==> src/pag_pkg.sv <==
// Package with command codes, reset values, timing and state types of the aux guard
package pag_pkg;

	// ----------------------------------------------------------------
	// Command codes
	// ----------------------------------------------------------------
	localparam logic [7:0] CMD_CLEAR_FAULTS  = 8'h03;
	localparam logic [7:0] CMD_CAPTURE_CTRL  = 8'hF3;
	localparam logic [7:0] CMD_FACTORY_REV   = 8'hF4;
	localparam logic [7:0] CMD_AUX_OV_THR    = 8'hF5;
	localparam logic [7:0] CMD_AUX_UV_THR    = 8'hF6;
	localparam logic [7:0] CMD_AUX_READBACK  = 8'hF7;
	localparam logic [7:0] CMD_AUX_OV_RESP   = 8'hF8;
	localparam logic [7:0] CMD_AUX_UV_RESP   = 8'hF9;
	localparam logic [7:0] CMD_ACCESS_LEVEL  = 8'hFA;
	localparam logic [7:0] CMD_PRIVATE_PW    = 8'hFB;
	localparam logic [7:0] CMD_PUBLIC_PW     = 8'hFC;

	// ----------------------------------------------------------------
	// Reset values and codes
	// ----------------------------------------------------------------
	localparam logic [15:0] OV_THR_RESET     = 16'hC266;
	localparam logic [15:0] UV_THR_RESET     = 16'hB0CC;
	localparam logic [7:0]  RESP_RESET       = 8'hBF;
	localparam logic [7:0]  CAPTURE_RESET    = 8'h00;
	localparam logic [7:0]  CAPTURE_LOAD     = 8'h01;
	localparam logic [7:0]  CAPTURE_STORE    = 8'h02;
	localparam logic [7:0]  CAPTURE_ERASE    = 8'h03;
	localparam logic [1:0]  LEVEL_RESET      = 2'd1;
	localparam logic [1:0]  LEVEL_PUBLIC_OK  = 2'd1;
	localparam logic [1:0]  LEVEL_PUBLIC_BAD = 2'd0;
	localparam logic [1:0]  LEVEL_USER       = 2'd2;
	localparam logic [1:0]  LEVEL_FACTORY    = 2'd3;

	// ----------------------------------------------------------------
	// Response field layout
	// ----------------------------------------------------------------
	localparam int          RESP_MODE_HI     = 7;
	localparam int          RESP_MODE_LO     = 6;
	localparam int          RESP_RETRY_HI    = 5;
	localparam int          RESP_RETRY_LO    = 3;
	localparam int          RESP_DELAY_HI    = 2;
	localparam int          RESP_DELAY_LO    = 0;
	localparam logic [1:0]  MODE_LATCH_OFF   = 2'b10;
	localparam logic [1:0]  MODE_WHILE_FAULT = 2'b11;
	localparam logic [2:0]  RETRY_FOREVER    = 3'b111;

	// ----------------------------------------------------------------
	// Linear-11 layout and timing
	// ----------------------------------------------------------------
	localparam int          LIN_EXP_HI       = 15;
	localparam int          LIN_EXP_LO       = 11;
	localparam int          LIN_FIX_SHIFT    = 16;
	localparam int          CLK_PERIOD_NS    = 100;
	localparam int          MS_TICK_NS       = 1000000;
	localparam int          MS_TICK_CYCLES   = MS_TICK_NS / CLK_PERIOD_NS;
	localparam logic [8:0]  RETRY_STEP_MS    = 9'd35;

	typedef enum logic [2:0] {
		PAG_RUN     = 3'b000,
		PAG_WAIT_OK = 3'b001,
		PAG_DELAY   = 3'b011,
		PAG_HOLD    = 3'b010,
		PAG_LATCH   = 3'b110
	} pag_fault_e;

endpackage

==> src/pag_fault_channel.sv <==
// One auxiliary fault channel: response decode, retry wait and delay timing
`timescale 1ns/1ps
module pag_fault_channel (
	input  wire logic       mclk,
	input  wire logic       sys_rst,
	input  wire logic [7:0] resp_cfg,
	input  wire logic       fault_now,
	input  wire logic       recovered,
	input  wire logic       ms_tick,
	input  wire logic       clear_cmd,
	input  wire logic       off_cmd,
	output logic            inhibit_q,
	output logic            event_q
);
	import pag_pkg::*;

	pag_fault_e state_q, state_d;
	logic [8:0] cnt_q, cnt_d;
	logic       event_d;
	logic [1:0] mode;
	logic [8:0] target;

	// ----------------------------------------------------------------
	// Response decode
	// ----------------------------------------------------------------
	assign mode   = resp_cfg[RESP_MODE_HI:RESP_MODE_LO];
	assign target = 9'(({6'd0, resp_cfg[RESP_DELAY_HI:RESP_DELAY_LO]} + 9'd1)
		* RETRY_STEP_MS);

	// ----------------------------------------------------------------
	// Next state
	// ----------------------------------------------------------------
	always_comb begin
		state_d = state_q;
		cnt_d   = cnt_q;
		event_d = 1'b0;
		case (state_q)
			PAG_RUN: begin
				cnt_d = 9'd0;
				if (fault_now && !off_cmd) begin
					if (mode == MODE_LATCH_OFF) begin
						event_d = 1'b1;
						if (resp_cfg[RESP_RETRY_HI:RESP_RETRY_LO] == RETRY_FOREVER) begin
							state_d = PAG_WAIT_OK;
						end else begin
							state_d = PAG_LATCH;
						end
					end else if (mode == MODE_WHILE_FAULT) begin
						event_d = 1'b1;
						state_d = PAG_HOLD;
					end
				end
			end
			PAG_HOLD: begin
				if (recovered || mode != MODE_WHILE_FAULT) begin
					state_d = PAG_RUN;
				end
			end
			PAG_WAIT_OK: begin
				if (off_cmd || mode != MODE_LATCH_OFF) begin
					state_d = PAG_RUN;
				end else if (recovered) begin
					state_d = PAG_DELAY;
				end
			end
			PAG_DELAY: begin
				if (off_cmd || mode != MODE_LATCH_OFF) begin
					state_d = PAG_RUN;
				end else if (ms_tick) begin
					cnt_d = 9'(cnt_q + 9'd1);
					if (9'(cnt_q + 9'd1) >= target) begin
						state_d = PAG_RUN;
					end
				end
			end
			PAG_LATCH: begin
				if (clear_cmd || mode != MODE_LATCH_OFF) begin
					state_d = PAG_RUN;
				end
			end
			default: begin
				state_d = PAG_RUN;
			end
		endcase
	end

	// ----------------------------------------------------------------
	// Registers
	// ----------------------------------------------------------------
	always_ff @(posedge mclk) begin
		if (sys_rst) begin
			state_q   <= PAG_RUN;
			cnt_q     <= 9'd0;
			event_q   <= 1'b0;
			inhibit_q <= 1'b0;
		end else begin
			state_q   <= state_d;
			cnt_q     <= cnt_d;
			event_q   <= event_d;
			inhibit_q <= (state_d != PAG_RUN);
		end
	end

endmodule

==> src/pag_guard.sv <==
// Aux monitor, capture control, factory revert and write guard command logic
// Functional notes
// - Capture control: 01 load, 02 store, 03 erase
// - Factory revert reloads defaults, sets level one
// - Overvoltage warning at ninety percent of fault
// - Undervoltage warning at 110 percent of fault
// - Thresholds and readback use linear-11 format
// - Overvoltage threshold resets C266h, read/write
// - Undervoltage threshold resets B0CCh, read/write
// - Aux readback is read-only measured voltage
// - Response bits 7:6 select fault action
// - Acted fault pulls alert, sets sticky bit
// - Overvoltage mode 11 resumes below 95 percent
// - Undervoltage mode 11 resumes above 105 percent
// - Retry 000 keeps output off until cleared
// - Retry 111 restarts repeatedly until commanded off
// - Overvoltage retry waits below 95 percent
// - Undervoltage retry waits above 105 percent
// - Retry spacing is (delay+1) times 35 ms
// - Responses reset BFh; 00h disables the fault
// - Writes need permit; reads always allowed
// - Cleared permit bits need matching private password
// - Private password only ever raises level
// - Public password sets level 0 or 1
// - Access level readback resets to 01h
// - Factory-cleared command needs level three
// - User-cleared command needs level two
// - Wrong public password drops level to 0
// - Permit map bit n guards command n, except password commands FBh and FCh, which are always open
`timescale 1ns/1ps
module pag_guard #(
	parameter int MS_TICK_CYCLES = pag_pkg::MS_TICK_CYCLES
) (
	input  wire logic         mclk,
	input  wire logic         sys_rst,
	input  wire logic         cmd_valid,
	input  wire logic         cmd_write,
	input  wire logic [7:0]   cmd_code,
	input  wire logic [31:0]  cmd_wdata,
	input  wire logic [255:0] factory_permit_map,
	input  wire logic [255:0] user_permit_map,
	input  wire logic [31:0]  factory_private_pw,
	input  wire logic [31:0]  user_private_pw,
	input  wire logic [31:0]  user_public_pw,
	input  wire logic         aux_sample_valid,
	input  wire logic [15:0]  aux_monitor_input,
	input  wire logic         output_commanded_off,
	input  wire logic         control_pin_off,
	output logic [15:0]       rd_data_q,
	output logic              rd_valid_q,
	output logic              wr_done_q,
	output logic              wr_refused_q,
	output logic              cmd_other_q,
	output logic              capture_load_q,
	output logic              capture_store_q,
	output logic              capture_erase_q,
	output logic              factory_reload_q,
	output logic              aux_output_inhibit_q,
	output logic              status_aux_ov_q,
	output logic              status_aux_uv_q,
	output logic              warn_aux_ov_q,
	output logic              warn_aux_uv_q,
	output logic              alert_line_o_q,
	output logic              alert_line_oe_q
);
	import pag_pkg::*;

	// ----------------------------------------------------------------
	// Elaboration check
	// ----------------------------------------------------------------
	generate
		if (MS_TICK_CYCLES < 2) begin : g_bad_tick
			$error("MS_TICK_CYCLES must be at least 2");
		end
	endgenerate

	// ----------------------------------------------------------------
	// Linear-11 to fixed point, scaled by 2^16
	// ----------------------------------------------------------------
	function automatic logic signed [55:0] lin_to_fix(input logic [15:0] v);
		logic signed [55:0] mant;
		logic [4:0]         sh;
		mant = 56'(signed'(v[LIN_EXP_LO-1:0]));
		sh   = 5'(v[LIN_EXP_HI:LIN_EXP_LO] + 5'(LIN_FIX_SHIFT));
		return mant <<< sh;
	endfunction

	// ----------------------------------------------------------------
	// Control pin synchroniser
	// ----------------------------------------------------------------
	logic pin_meta_q, pin_sync_q;

	always_ff @(posedge mclk) begin
		if (sys_rst) begin
			pin_meta_q <= 1'b0;
			pin_sync_q <= 1'b0;
		end else begin
			pin_meta_q <= control_pin_off;
			pin_sync_q <= pin_meta_q;
		end
	end

	// ----------------------------------------------------------------
	// Millisecond timebase
	// ----------------------------------------------------------------
	logic [31:0] pre_q, pre_d;
	logic        tick_q, tick_d;

	always_comb begin
		tick_d = 1'b0;
		pre_d  = pre_q + 32'd1;
		if (pre_q >= 32'(MS_TICK_CYCLES - 1)) begin
			pre_d  = 32'd0;
			tick_d = 1'b1;
		end
	end

	always_ff @(posedge mclk) begin
		if (sys_rst) begin
			pre_q  <= 32'd0;
			tick_q <= 1'b0;
		end else begin
			pre_q  <= pre_d;
			tick_q <= tick_d;
		end
	end

	// ----------------------------------------------------------------
	// Configuration and level registers
	// ----------------------------------------------------------------
	logic [15:0] ov_thr_q, ov_thr_d;
	logic [15:0] uv_thr_q, uv_thr_d;
	logic [15:0] aux_val_q, aux_val_d;
	logic [7:0]  ov_resp_q, ov_resp_d;
	logic [7:0]  uv_resp_q, uv_resp_d;
	logic [7:0]  capture_q, capture_d;
	logic [1:0]  level_q, level_d;
	logic [15:0] rd_data_d;
	logic        rd_valid_d, wr_done_d, wr_refused_d, cmd_other_d;
	logic        cap_load_d, cap_store_d, cap_erase_d, reload_d;
	logic        clear_faults;
	logic        protected_f, protected_u, always_open, permitted, known;
	logic        is_wr, is_rd;

	assign is_wr = cmd_valid && cmd_write;
	assign is_rd = cmd_valid && !cmd_write;

	// Permit decision for the addressed command
	always_comb begin
		protected_f = !factory_permit_map[cmd_code];
		protected_u = !user_permit_map[cmd_code];
		always_open = (cmd_code == CMD_PUBLIC_PW) || (cmd_code == CMD_PRIVATE_PW);
		if (always_open) begin
			permitted = 1'b1;
		end else if (protected_f) begin
			permitted = (level_q >= LEVEL_FACTORY);
		end else if (protected_u) begin
			permitted = (level_q >= LEVEL_USER);
		end else begin
			permitted = (level_q >= LEVEL_PUBLIC_OK);
		end
		case (cmd_code)
			CMD_CLEAR_FAULTS, CMD_CAPTURE_CTRL, CMD_FACTORY_REV, CMD_AUX_OV_THR,
			CMD_AUX_UV_THR, CMD_AUX_READBACK, CMD_AUX_OV_RESP, CMD_AUX_UV_RESP,
			CMD_ACCESS_LEVEL, CMD_PRIVATE_PW, CMD_PUBLIC_PW: begin
				known = 1'b1;
			end
			default: begin
				known = 1'b0;
			end
		endcase
	end

	always_comb begin
		ov_thr_d     = ov_thr_q;
		uv_thr_d     = uv_thr_q;
		aux_val_d    = aux_val_q;
		ov_resp_d    = ov_resp_q;
		uv_resp_d    = uv_resp_q;
		capture_d    = capture_q;
		level_d      = level_q;
		rd_data_d    = 16'h0000;
		rd_valid_d   = 1'b0;
		wr_done_d    = 1'b0;
		wr_refused_d = 1'b0;
		cmd_other_d  = cmd_valid && !known;
		cap_load_d   = 1'b0;
		cap_store_d  = 1'b0;
		cap_erase_d  = 1'b0;
		reload_d     = 1'b0;
		clear_faults = 1'b0;
		if (aux_sample_valid) begin
			aux_val_d = aux_monitor_input;
		end
		if (is_rd && known) begin
			rd_valid_d = 1'b1;
			case (cmd_code)
				CMD_AUX_OV_THR:   rd_data_d = ov_thr_q;
				CMD_AUX_UV_THR:   rd_data_d = uv_thr_q;
				CMD_AUX_READBACK: rd_data_d = aux_val_q;
				CMD_AUX_OV_RESP:  rd_data_d = {8'h00, ov_resp_q};
				CMD_AUX_UV_RESP:  rd_data_d = {8'h00, uv_resp_q};
				CMD_CAPTURE_CTRL: rd_data_d = {8'h00, capture_q};
				CMD_ACCESS_LEVEL: rd_data_d = {14'h0000, level_q};
				default:          rd_data_d = 16'h0000;
			endcase
		end
		if (is_wr && known) begin
			if (!permitted || cmd_code == CMD_AUX_READBACK || cmd_code == CMD_ACCESS_LEVEL) begin
				wr_refused_d = 1'b1;
			end else begin
				wr_done_d = 1'b1;
				case (cmd_code)
					CMD_CLEAR_FAULTS: clear_faults = 1'b1;
					CMD_AUX_OV_THR:   ov_thr_d = cmd_wdata[15:0];
					CMD_AUX_UV_THR:   uv_thr_d = cmd_wdata[15:0];
					CMD_AUX_OV_RESP:  ov_resp_d = cmd_wdata[7:0];
					CMD_AUX_UV_RESP:  uv_resp_d = cmd_wdata[7:0];
					CMD_CAPTURE_CTRL: begin
						if (cmd_wdata[7:0] == CAPTURE_LOAD) begin
							capture_d  = cmd_wdata[7:0];
							cap_load_d = 1'b1;
						end else if (cmd_wdata[7:0] == CAPTURE_STORE) begin
							capture_d   = cmd_wdata[7:0];
							cap_store_d = 1'b1;
						end else if (cmd_wdata[7:0] == CAPTURE_ERASE) begin
							capture_d   = cmd_wdata[7:0];
							cap_erase_d = 1'b1;
						end
					end
					CMD_FACTORY_REV: begin
						reload_d  = 1'b1;
						ov_thr_d  = OV_THR_RESET;
						uv_thr_d  = UV_THR_RESET;
						ov_resp_d = RESP_RESET;
						uv_resp_d = RESP_RESET;
						capture_d = CAPTURE_RESET;
						level_d   = LEVEL_PUBLIC_OK;
					end
					CMD_PRIVATE_PW: begin
						if (cmd_wdata == factory_private_pw) begin
							level_d = LEVEL_FACTORY;
						end else if (cmd_wdata == user_private_pw && level_q < LEVEL_USER) begin
							level_d = LEVEL_USER;
						end
					end
					CMD_PUBLIC_PW: begin
						if (cmd_wdata == user_public_pw) begin
							level_d = LEVEL_PUBLIC_OK;
						end else begin
							level_d = LEVEL_PUBLIC_BAD;
						end
					end
					default: wr_done_d = 1'b1;
				endcase
			end
		end
	end

	always_ff @(posedge mclk) begin
		if (sys_rst) begin
			ov_thr_q         <= OV_THR_RESET;
			uv_thr_q         <= UV_THR_RESET;
			aux_val_q        <= 16'h0000;
			ov_resp_q        <= RESP_RESET;
			uv_resp_q        <= RESP_RESET;
			capture_q        <= CAPTURE_RESET;
			level_q          <= LEVEL_RESET;
			rd_data_q        <= 16'h0000;
			rd_valid_q       <= 1'b0;
			wr_done_q        <= 1'b0;
			wr_refused_q     <= 1'b0;
			cmd_other_q      <= 1'b0;
			capture_load_q   <= 1'b0;
			capture_store_q  <= 1'b0;
			capture_erase_q  <= 1'b0;
			factory_reload_q <= 1'b0;
		end else begin
			ov_thr_q         <= ov_thr_d;
			uv_thr_q         <= uv_thr_d;
			aux_val_q        <= aux_val_d;
			ov_resp_q        <= ov_resp_d;
			uv_resp_q        <= uv_resp_d;
			capture_q        <= capture_d;
			level_q          <= level_d;
			rd_data_q        <= rd_data_d;
			rd_valid_q       <= rd_valid_d;
			wr_done_q        <= wr_done_d;
			wr_refused_q     <= wr_refused_d;
			cmd_other_q      <= cmd_other_d;
			capture_load_q   <= cap_load_d;
			capture_store_q  <= cap_store_d;
			capture_erase_q  <= cap_erase_d;
			factory_reload_q <= reload_d;
		end
	end

	// ----------------------------------------------------------------
	// Threshold comparison
	// ----------------------------------------------------------------
	logic signed [55:0] v_fix, ov_fix, uv_fix;
	logic               ov_fault, uv_fault, ov_ok, uv_ok, ov_warn, uv_warn;

	always_comb begin
		v_fix    = lin_to_fix(aux_val_q);
		ov_fix   = lin_to_fix(ov_thr_q);
		uv_fix   = lin_to_fix(uv_thr_q);
		ov_fault = v_fix >= ov_fix;
		uv_fault = v_fix <= uv_fix;
		ov_warn  = 56'(v_fix * 56'sd10) >= 56'(ov_fix * 56'sd9);
		uv_warn  = 56'(v_fix * 56'sd10) <= 56'(uv_fix * 56'sd11);
		ov_ok    = 56'(v_fix * 56'sd20) < 56'(ov_fix * 56'sd19);
		uv_ok    = 56'(v_fix * 56'sd20) > 56'(uv_fix * 56'sd21);
	end

	// ----------------------------------------------------------------
	// Fault channels
	// ----------------------------------------------------------------
	logic off_cmd, ov_inhibit, uv_inhibit, ov_event, uv_event;

	assign off_cmd = output_commanded_off || pin_sync_q;

	pag_fault_channel u_ov (
		.mclk      (mclk),
		.sys_rst   (sys_rst),
		.resp_cfg  (ov_resp_q),
		.fault_now (ov_fault),
		.recovered (ov_ok),
		.ms_tick   (tick_q),
		.clear_cmd (clear_faults),
		.off_cmd   (off_cmd),
		.inhibit_q (ov_inhibit),
		.event_q   (ov_event)
	);

	pag_fault_channel u_uv (
		.mclk      (mclk),
		.sys_rst   (sys_rst),
		.resp_cfg  (uv_resp_q),
		.fault_now (uv_fault),
		.recovered (uv_ok),
		.ms_tick   (tick_q),
		.clear_cmd (clear_faults),
		.off_cmd   (off_cmd),
		.inhibit_q (uv_inhibit),
		.event_q   (uv_event)
	);

	// ----------------------------------------------------------------
	// Status, warning and alert
	// ----------------------------------------------------------------
	logic st_ov_d, st_uv_d, alert_d;

	always_comb begin
		st_ov_d = status_aux_ov_q;
		st_uv_d = status_aux_uv_q;
		if (clear_faults) begin
			st_ov_d = 1'b0;
			st_uv_d = 1'b0;
		end
		if (ov_event) begin
			st_ov_d = 1'b1;
		end
		if (uv_event) begin
			st_uv_d = 1'b1;
		end
		alert_d = st_ov_d || st_uv_d;
	end

	always_ff @(posedge mclk) begin
		if (sys_rst) begin
			status_aux_ov_q      <= 1'b0;
			status_aux_uv_q      <= 1'b0;
			warn_aux_ov_q        <= 1'b0;
			warn_aux_uv_q        <= 1'b0;
			alert_line_o_q       <= 1'b0;
			alert_line_oe_q      <= 1'b0;
			aux_output_inhibit_q <= 1'b0;
		end else begin
			status_aux_ov_q      <= st_ov_d;
			status_aux_uv_q      <= st_uv_d;
			warn_aux_ov_q        <= ov_warn && (ov_resp_q != 8'h00);
			warn_aux_uv_q        <= uv_warn && (uv_resp_q != 8'h00);
			alert_line_o_q       <= 1'b0;
			alert_line_oe_q      <= alert_d;
			aux_output_inhibit_q <= ov_inhibit || uv_inhibit;
		end
	end

endmodule

==> config.mk <==
export PLATFORM = sky130hd
export DESIGN_NAME = pag_guard
export DESIGN_NICKNAME = d
export VERILOG_FILES = /design/src/pag_pkg.sv /design/src/pag_fault_channel.sv /design/src/pag_guard.sv
export SDC_FILE = /design/constraint.sdc
export NUM_CORES = 2
export LEC_CHECK = 0
export BUFFER_PORTS_ARGS = -buffer_cell sky130_fd_sc_hd__buf_2
export CAP_MARGIN = 20
export CORE_AREA = 2 2 305 457
export CTS_CLUSTER_DIAMETER = 120
export DETAILED_ROUTE_END_ITERATION = 8
export DIE_AREA = 0 0 307 459
export PLACE_DENSITY = 0.48
export REMOVE_ABC_BUFFERS = 1
export SETUP_SLACK_MARGIN = 0.3
export SLEW_MARGIN = 20
export SYNTH_ARGS = -nofsm -noshare
export SYNTH_HDL_FRONTEND = slang
export SYNTH_SLANG_ARGS = --single-unit
==> constraint.sdc <==
create_clock -name mclk -period 23 [get_ports mclk]
set_clock_uncertainty 0.2 [all_clocks]
set_input_delay 3.45 -clock mclk [delete_from_list [all_inputs] [get_ports mclk]]
set_output_delay 3.45 -clock mclk [all_outputs]
set_load 0.01 [all_outputs]
# Yosys cells after proc, flatten, opt, wreduce, memory -nomap -nowiden
# Index checks and enable logic that the tools add are counted.
dict set report totals {
  register_bits 167
  out_inout_bits 31
}
dict set report classes {
  n_addsub 8
  mul 8
  n_lt_le_gt_ge 14
  eq_ne 41
  shift 3
  mux 70
  n_bitwise 8
  reduce_logical 58
}
# cell n
set op_table {}
lappend op_table {{11-bit by 5-bit <<< shifter with 56-bit output} 3}
lappend op_table {{56-bit greater-or-equal comparator} 2}
lappend op_table {{56-bit <= comparator} 2}
lappend op_table {{56-bit by 5-bit multiplier with 56-bit output (second input constant)} 2}
lappend op_table {{56-bit by 6-bit multiplier with 56-bit output (second input constant)} 2}
lappend op_table {{16-bit one-hot mux with 7 select lines} 1}
lappend op_table {{32-bit == test} 3}
lappend op_table {{8-bit == test (second input constant)} 10}
lappend op_table {{3-bit 2-to-1 mux} 22}
lappend op_table {{16-bit one-hot mux with 2 select lines} 2}
lappend op_table {{56-bit > comparator} 1}
lappend op_table {{56-bit less-than comparator} 1}
lappend op_table {{56-bit by 4-bit multiplier with 54-bit output (second input constant)} 1}
lappend op_table {{56-bit by 4-bit multiplier with 55-bit output (second input constant)} 1}
lappend op_table {{8-bit one-hot mux with 2 select lines} 3}
lappend op_table {{9-bit 2-to-1 mux} 4}
lappend op_table {{9-bit one-hot mux with 2 select lines} 2}
lappend op_table {{32-bit by 1-bit adder with 32-bit output (second input constant)} 1}
lappend op_table {{32-bit by 14-bit greater-or-equal comparator with 1-bit output (second input constant)} 1}
lappend op_table {{3-bit one-hot mux with 5 select lines} 2}
lappend op_table {{1-bit 2-to-1 mux} 26}
lappend op_table {{8-bit by 2-bit == test with 1-bit output (second input constant)} 3}
lappend op_table {{8-bit 2-to-1 mux} 3}
lappend op_table {{9-bit by 1-bit adder with 9-bit output (second input constant)} 2}
lappend op_table {{other kinds (35)} 110}

# Logic depth before layout (Yosys ltp)
dict set report depth {
  word_depth 14
  ltp_mapped 39
  ltp_nobuf 38
}

# Hierarchy
# Synthesis repeated with hierarchy kept, for this count alone.
dict set report hier_totals {
  hier_cells 5081
  area_unflattened_um2 41213.3
}
# mod n_inst cells_each area_each_um2 seq_area_each_um2
set modules_own_cells {}
lappend modules_own_cells {pag_guard 1 4791 38823.5 2782.7}
lappend modules_own_cells {pag_fault_channel 2 145 1194.9 280.3}

# Worst setup path after synthesis
# OpenSTA, ideal clock, no wires.
dict set report synth_path {
  kind {reg2reg}
  start {reg uv_thr_q[12]}
  end {reg u_uv.inhibit_q}
  setup_time_ns 0.120
  arrival_time_ns 7.998
  required_time_ns 22.680
  slack_ns 14.682
  stages_incl_launch_ff 39
  period_less_slack_ns 8.318
  path_cell_list {dfxtp_1 buf_2 buf_4 mux2_2 o21ai_0 mux2i_1 nand2_1 o21ai_0 a22oi_1 inv_1 ha_1 ha_1 inv_1 fa_1 inv_1 ha_1 a21o_1 a21oi_1 [... 3 more ...] a21oi_1 o21ai_0 a21oi_1 o21ai_0 a31oi_1 nand2_1 ha_1 and4_1 nand2_1 nor3b_1 nand3_1 a21oi_1 a211oi_1 xor2_1 o21ai_0 mux2_2 or4_1 a211o_1}
}
dict set report synth_between {
  elab_chain_len 8
}
# element line_no
set synth_lines {}
lappend synth_lines {{start, declared} pag_guard.sv:132} ;# logic [15:0] uv_thr_q, uv_thr_d;
lappend synth_lines {{start signal, assigned} pag_guard.sv:280} ;# uv_thr_q <= uv_thr_d;
lappend synth_lines {{5-bit adder *} pag_guard.sv:84} ;# sh = 5'(v[LIN_EXP_HI:LIN_EXP_LO] + 5'(LIN_FIX_SHIFT));
lappend synth_lines {{11-bit by 5-bit <<< shifter with 56-bit output *} pag_guard.sv:85} ;# return mant <<< sh;
lappend synth_lines {{56-bit by 6-bit multiplier with 56-bit output} pag_guard.sv:313} ;# uv_ok = 56'(v_fix * 56'sd20) > 56'(uv_fix * 56'sd21);
lappend synth_lines {{56-bit > comparator} pag_guard.sv:313}
lappend synth_lines {{3-bit 2-to-1 mux or 1-bit logical OR (tied branches)} {pag_fault_channel.sv:62, pag_fault_channel.sv:55}}
lappend synth_lines {{3-bit 2-to-1 mux (on tied branches)} {pag_fault_channel.sv:60, pag_fault_channel.sv:55}}
lappend synth_lines {{3-bit one-hot mux with 5 select lines *} pag_fault_channel.sv:37} ;# case (state_q)
lappend synth_lines {{3-bit nonzero test *} pag_fault_channel.sv:100} ;# inhibit_q <= (state_d != PAG_RUN);
lappend synth_lines {{end signal, assigned} pag_fault_channel.sv:100}
lappend synth_lines {{end, declared} pag_fault_channel.sv:12} ;# output logic inhibit_q,
# Every way passes the cells marked *; elsewhere a longest branch is shown, timed or not.
# A chain may end at the register's enable or synchronous reset.

# Final worst setup path
dict set report layout_path {
  start {reg ov_thr_q[12]}
  end {reg u_ov.inhibit_q}
}
dict set report layout_between {
  elab_chain_len 8
}
# element line_no
set layout_lines {}
lappend layout_lines {{start, declared} pag_guard.sv:131} ;# logic [15:0] ov_thr_q, ov_thr_d;
lappend layout_lines {{start signal, assigned} pag_guard.sv:279} ;# ov_thr_q <= ov_thr_d;
lappend layout_lines {{5-bit adder *} pag_guard.sv:84}
lappend layout_lines {{11-bit by 5-bit <<< shifter with 56-bit output *} pag_guard.sv:85}
lappend layout_lines {{56-bit by 6-bit multiplier with 56-bit output} pag_guard.sv:312} ;# ov_ok = 56'(v_fix * 56'sd20) < 56'(ov_fix * 56'sd19);
lappend layout_lines {{56-bit less-than comparator} pag_guard.sv:312}
lappend layout_lines {{3-bit 2-to-1 mux or 1-bit logical OR (tied branches)} {pag_fault_channel.sv:62, pag_fault_channel.sv:55}}
lappend layout_lines {{3-bit 2-to-1 mux (on tied branches)} {pag_fault_channel.sv:60, pag_fault_channel.sv:55}}
lappend layout_lines {{3-bit one-hot mux with 5 select lines *} pag_fault_channel.sv:37}
lappend layout_lines {{3-bit nonzero test *} pag_fault_channel.sv:100}
lappend layout_lines {{end signal, assigned} pag_fault_channel.sv:100}
lappend layout_lines {{end, declared} pag_fault_channel.sv:12}
# Marks and branches as above.

==> results.cfg <==
[timing]
drv_slew = 0
setup_viol = 0
max_freq_mhz = 94.43
rsz0062_at_grt = no
final.period_utilization = 0.4604
fin_crit_ns = 10.59
worstMarginPinSlew_ns = 1.194
tns_ns = 0
hold_viol = 0
relSlewSlack = 0.1958

[clocking]
clkLatencyLatePin_ns = 0.50
cts_repair_resize_count = 0
ctsHoldBuffers = 0
root_buffer = clkbuf_16
cts_buffers = 17
clock-sinks = 167
cts_max_path_buffers = 2
clk_pin_slew_ns = 0.07
cts_post_setup_buffers_inserted = 0
cts_htree_levels = 4
cts_tree = yes

[synth]
synth_cell_type_count = 101
synth_seq_cells = 167
ys_seq_area_frac = 0.08198
postSynth.asyncResetShare = 0
syn_avg_cell_area_sq_um = 8.152
yosys_most_used_dff = dfxtp_1
synth_edf_count = 0
syn_inst = 5003
synth_warnings = 0
synth_area_sq_um = 40780

[critical_path]
crit_start = ov_thr_q[12]
r2r_end = u_ov.inhibit_q
worstRegToRegCells = 31
arrival_ns = 10.76
crit_end = u_ov.inhibit_q
crit_buf_inv = 1
cpMostUsedCell = o21ai_0
crit_required_ns = 23.17
regToRegSetupSlack_ns = 12.41
crit_cells = 31
cpLargestDelayFamily = compound AO/OA/AOI/OAI gates
timing.rr.start = ov_thr_q[12]
cp_max_fo = 19
worst_setup_path_start_kind = flip-flop
crit_path_end_kind = flip-flop
critPathKind = reg -> reg
crit_path_max_incr_delay_ns = 0.78
cp_slowest_cell = dfxtp_1

[run_status]
status = complete, no violations

[floorplanning]
core_area_sq_um = 137500
rows = 167
ios = 702
initial_utilization = 0.2966
fp.dieH_microns = 459
dieArea_sq_um = 140900
dieWidth_microns = 307

[global_route]
overflow = 0
antenna_found_initial = 33
grt_max_degree = 64
grt_pass1_vias = 41438
track_usage = 0.2818
grt_pass1_wl_microns = 286300

[drt]
wl_microns = 202800
dr.pass1.iters = 6
postRouteAntennaNets = 0
drc = 0
first_iter_violations = 2562
viasPerCell = 5.473
vias = 41051
routedWlPerCell_microns = 27.04

[cells_and_area]
drive_above_1_share = 0.1825
finish.utilization = 0.3432
finalNetCount = 7255
final_cell_mix = ha_1 (792), buf_2 (697), inv_1 (587)
syn2layout_area_growth_pct = 15.69
final_common_cell = ha_1

[placed_design]
hpwlAfterDp_microns = 177700
io_buffers = 700
gp_congestion = 0.9864

[power]
p_leak_nw = 24.51
p_per_area_nw_per_um2 = 26.85
ir_drop_uv = 52.96

[min_path]
worst_hold_path_type = reg -> reg

[flow_run]
cap_viol_max_count = 0
synthesized netlist by cell type, drive strengths merged, types with 16 or more instances:
| cell type | count | area share |
|---|---|---|
| ha | 792 | 0.24 |
| inv | 589 | 0.054 |
| a21oi | 326 | 0.040 |
| nor2 | 321 | 0.030 |
| nand2 | 266 | 0.025 |
| o21ai | 250 | 0.031 |
| a21o | 207 | 0.038 |
| xor2 | 195 | 0.042 |
| dfxtp | 167 | 0.082 |
| mux2i | 159 | 0.039 |
| xnor2 | 146 | 0.031 |
| fa | 120 | 0.059 |
| nand2b | 102 | 0.016 |
| mux4 | 100 | 0.056 |
| clkbuf | 93 | 0.0086 |
| nand4 | 93 | 0.014 |
| nor2b | 85 | 0.013 |
| nand3 | 75 | 0.0092 |
| buf | 71 | 0.012 |
| nor3 | 66 | 0.0081 |
| a22oi | 63 | 0.012 |
| mux2 | 47 | 0.013 |
| o21a | 46 | 0.0085 |
| nor4 | 45 | 0.0069 |
| and3 | 43 | 0.0066 |
| and2 | 40 | 0.0061 |
| a31oi | 39 | 0.0064 |
| o22ai | 37 | 0.0058 |
| o21bai | 36 | 0.0066 |
| a211oi | 34 | 0.0064 |
| o211ai | 25 | 0.0046 |
| a211o | 24 | 0.0052 |
| or2 | 23 | 0.0035 |
| nand3b | 22 | 0.0042 |
| or3 | 19 | 0.0032 |
| a2111oi | 18 | 0.0044 |
| a21boi | 17 | 0.0031 |
| a22o | 16 | 0.0034 |
| o31ai | 16 | 0.0029 |
state kept, by name, indices dropped and copies added, names as in the netlist, 2 cells and up:
signal	flops
aux_val_q	16
capture_q	8
level_q	2
ov_resp_q	8
ov_thr_q	16
pre_q	32
rd_data_q	16
u_ov.cnt_q	9
u_ov.state_q	3
u_uv.cnt_q	9
u_uv.state_q	3
uv_resp_q	8
uv_thr_q	16
worst min-delay path by stage:
stage                   start                   end  cells after the start
2_1_floorplan  u_ov.inhibit_q  aux_output_inhibit_q                      2
3_3_place_gp     capture_q[2]          capture_q[2]                      1
3_5_place_dp     capture_q[6]          capture_q[6]                      1
4_1_cts          capture_q[6]          capture_q[6]                      1
5_1_grt          capture_q[6]          capture_q[6]                      1
6_report         capture_q[3]          capture_q[3]                      1
final cells by class:
cell class,count,area [sq um]
clock buffers,19,432.9
flip-flops and latches,167,3343
multi-input cells,4098,34490
diodes,44,110.1
well taps,1774,2220
fillers,14812,90310
clock inverters,11,117.6
repair buffers,796,4245
inverters,592,2222
report_power, final:
part | switching [W] | internal [W] | leakage, nW
Combinational | 0.000398 | 0.000271 | 22.9
Clock | 0.000142 | 0.000150 | 0.268
Sequential | 0.00000864 | 0.000296 | 1.36
Total | 0.000549 | 0.000718 | 24.5
layer usage:
metal / global-route usage / vias up / part of all wire
met4: 0.2116 / 2 / 0.086
met2: 0.5129 / 1376 / 0.50
li1: - / 19452 / -
met1: 0.2937 / 19800 / 0.37
met5: 0 / - / 0.000039
met3: 0.03687 / 421 / 0.042
worst reg2reg max path, delay by kind of cell (launching register included):
kind                       cells  cell delay, ns
adders and majority gates      5            1.78
AOI/OAI and AO/OA             20            6.15
muxes                          2            0.68
and+or+nand+nor                2            0.54
buffers and inverters          1            0.09
DFF                            1            0.78
xor gates and xnor gates       1            0.22
cell families (layout without fill, tap and decap cells):
logic type               after synthesis  in the layout  synth area share
AND/OR/NAND/NOR                     1243           1243            0.1542
XOR/XNOR                             341            341           0.07323
buffers and inverters                756           1418           0.07526
flip-flops                           167            167           0.08198
other                                  1             63        0.00009195
adder cells (fa/ha/maj)              912            912            0.3019
AO/OA/AOI/OAI                       1277           1277            0.2057
multiplexers                         306            306            0.1077
through the flow:
| step | std cells | instance area (sq um) | total power, W | hold WS, ns | worst slack, ns |
|---|---|---|---|---|---|
| 2_1_floorplan | 4857 | 40000 | 0.0006532 | 0.2114 | 14.55 |
| 3_3_place_gp | 7427 | 46510 | 0.0009699 | 0.2437 | 12.69 |
| 3_5_place_dp | 7427 | 46520 | 0.0009747 | 0.2454 | 12.56 |
| 4_1_cts | 7457 | 47070 | 0.001271 | 0.2648 | 12.52 |
| 5_1_grt | 7482 | 47140 | 0.001341 | 0.2805 | 11.76 |
| 6_report | 7501 | 47180 | 0.001267 | 0.2679 | 12.41 |
No activity file was read; power rests on OpenSTA's default activity.
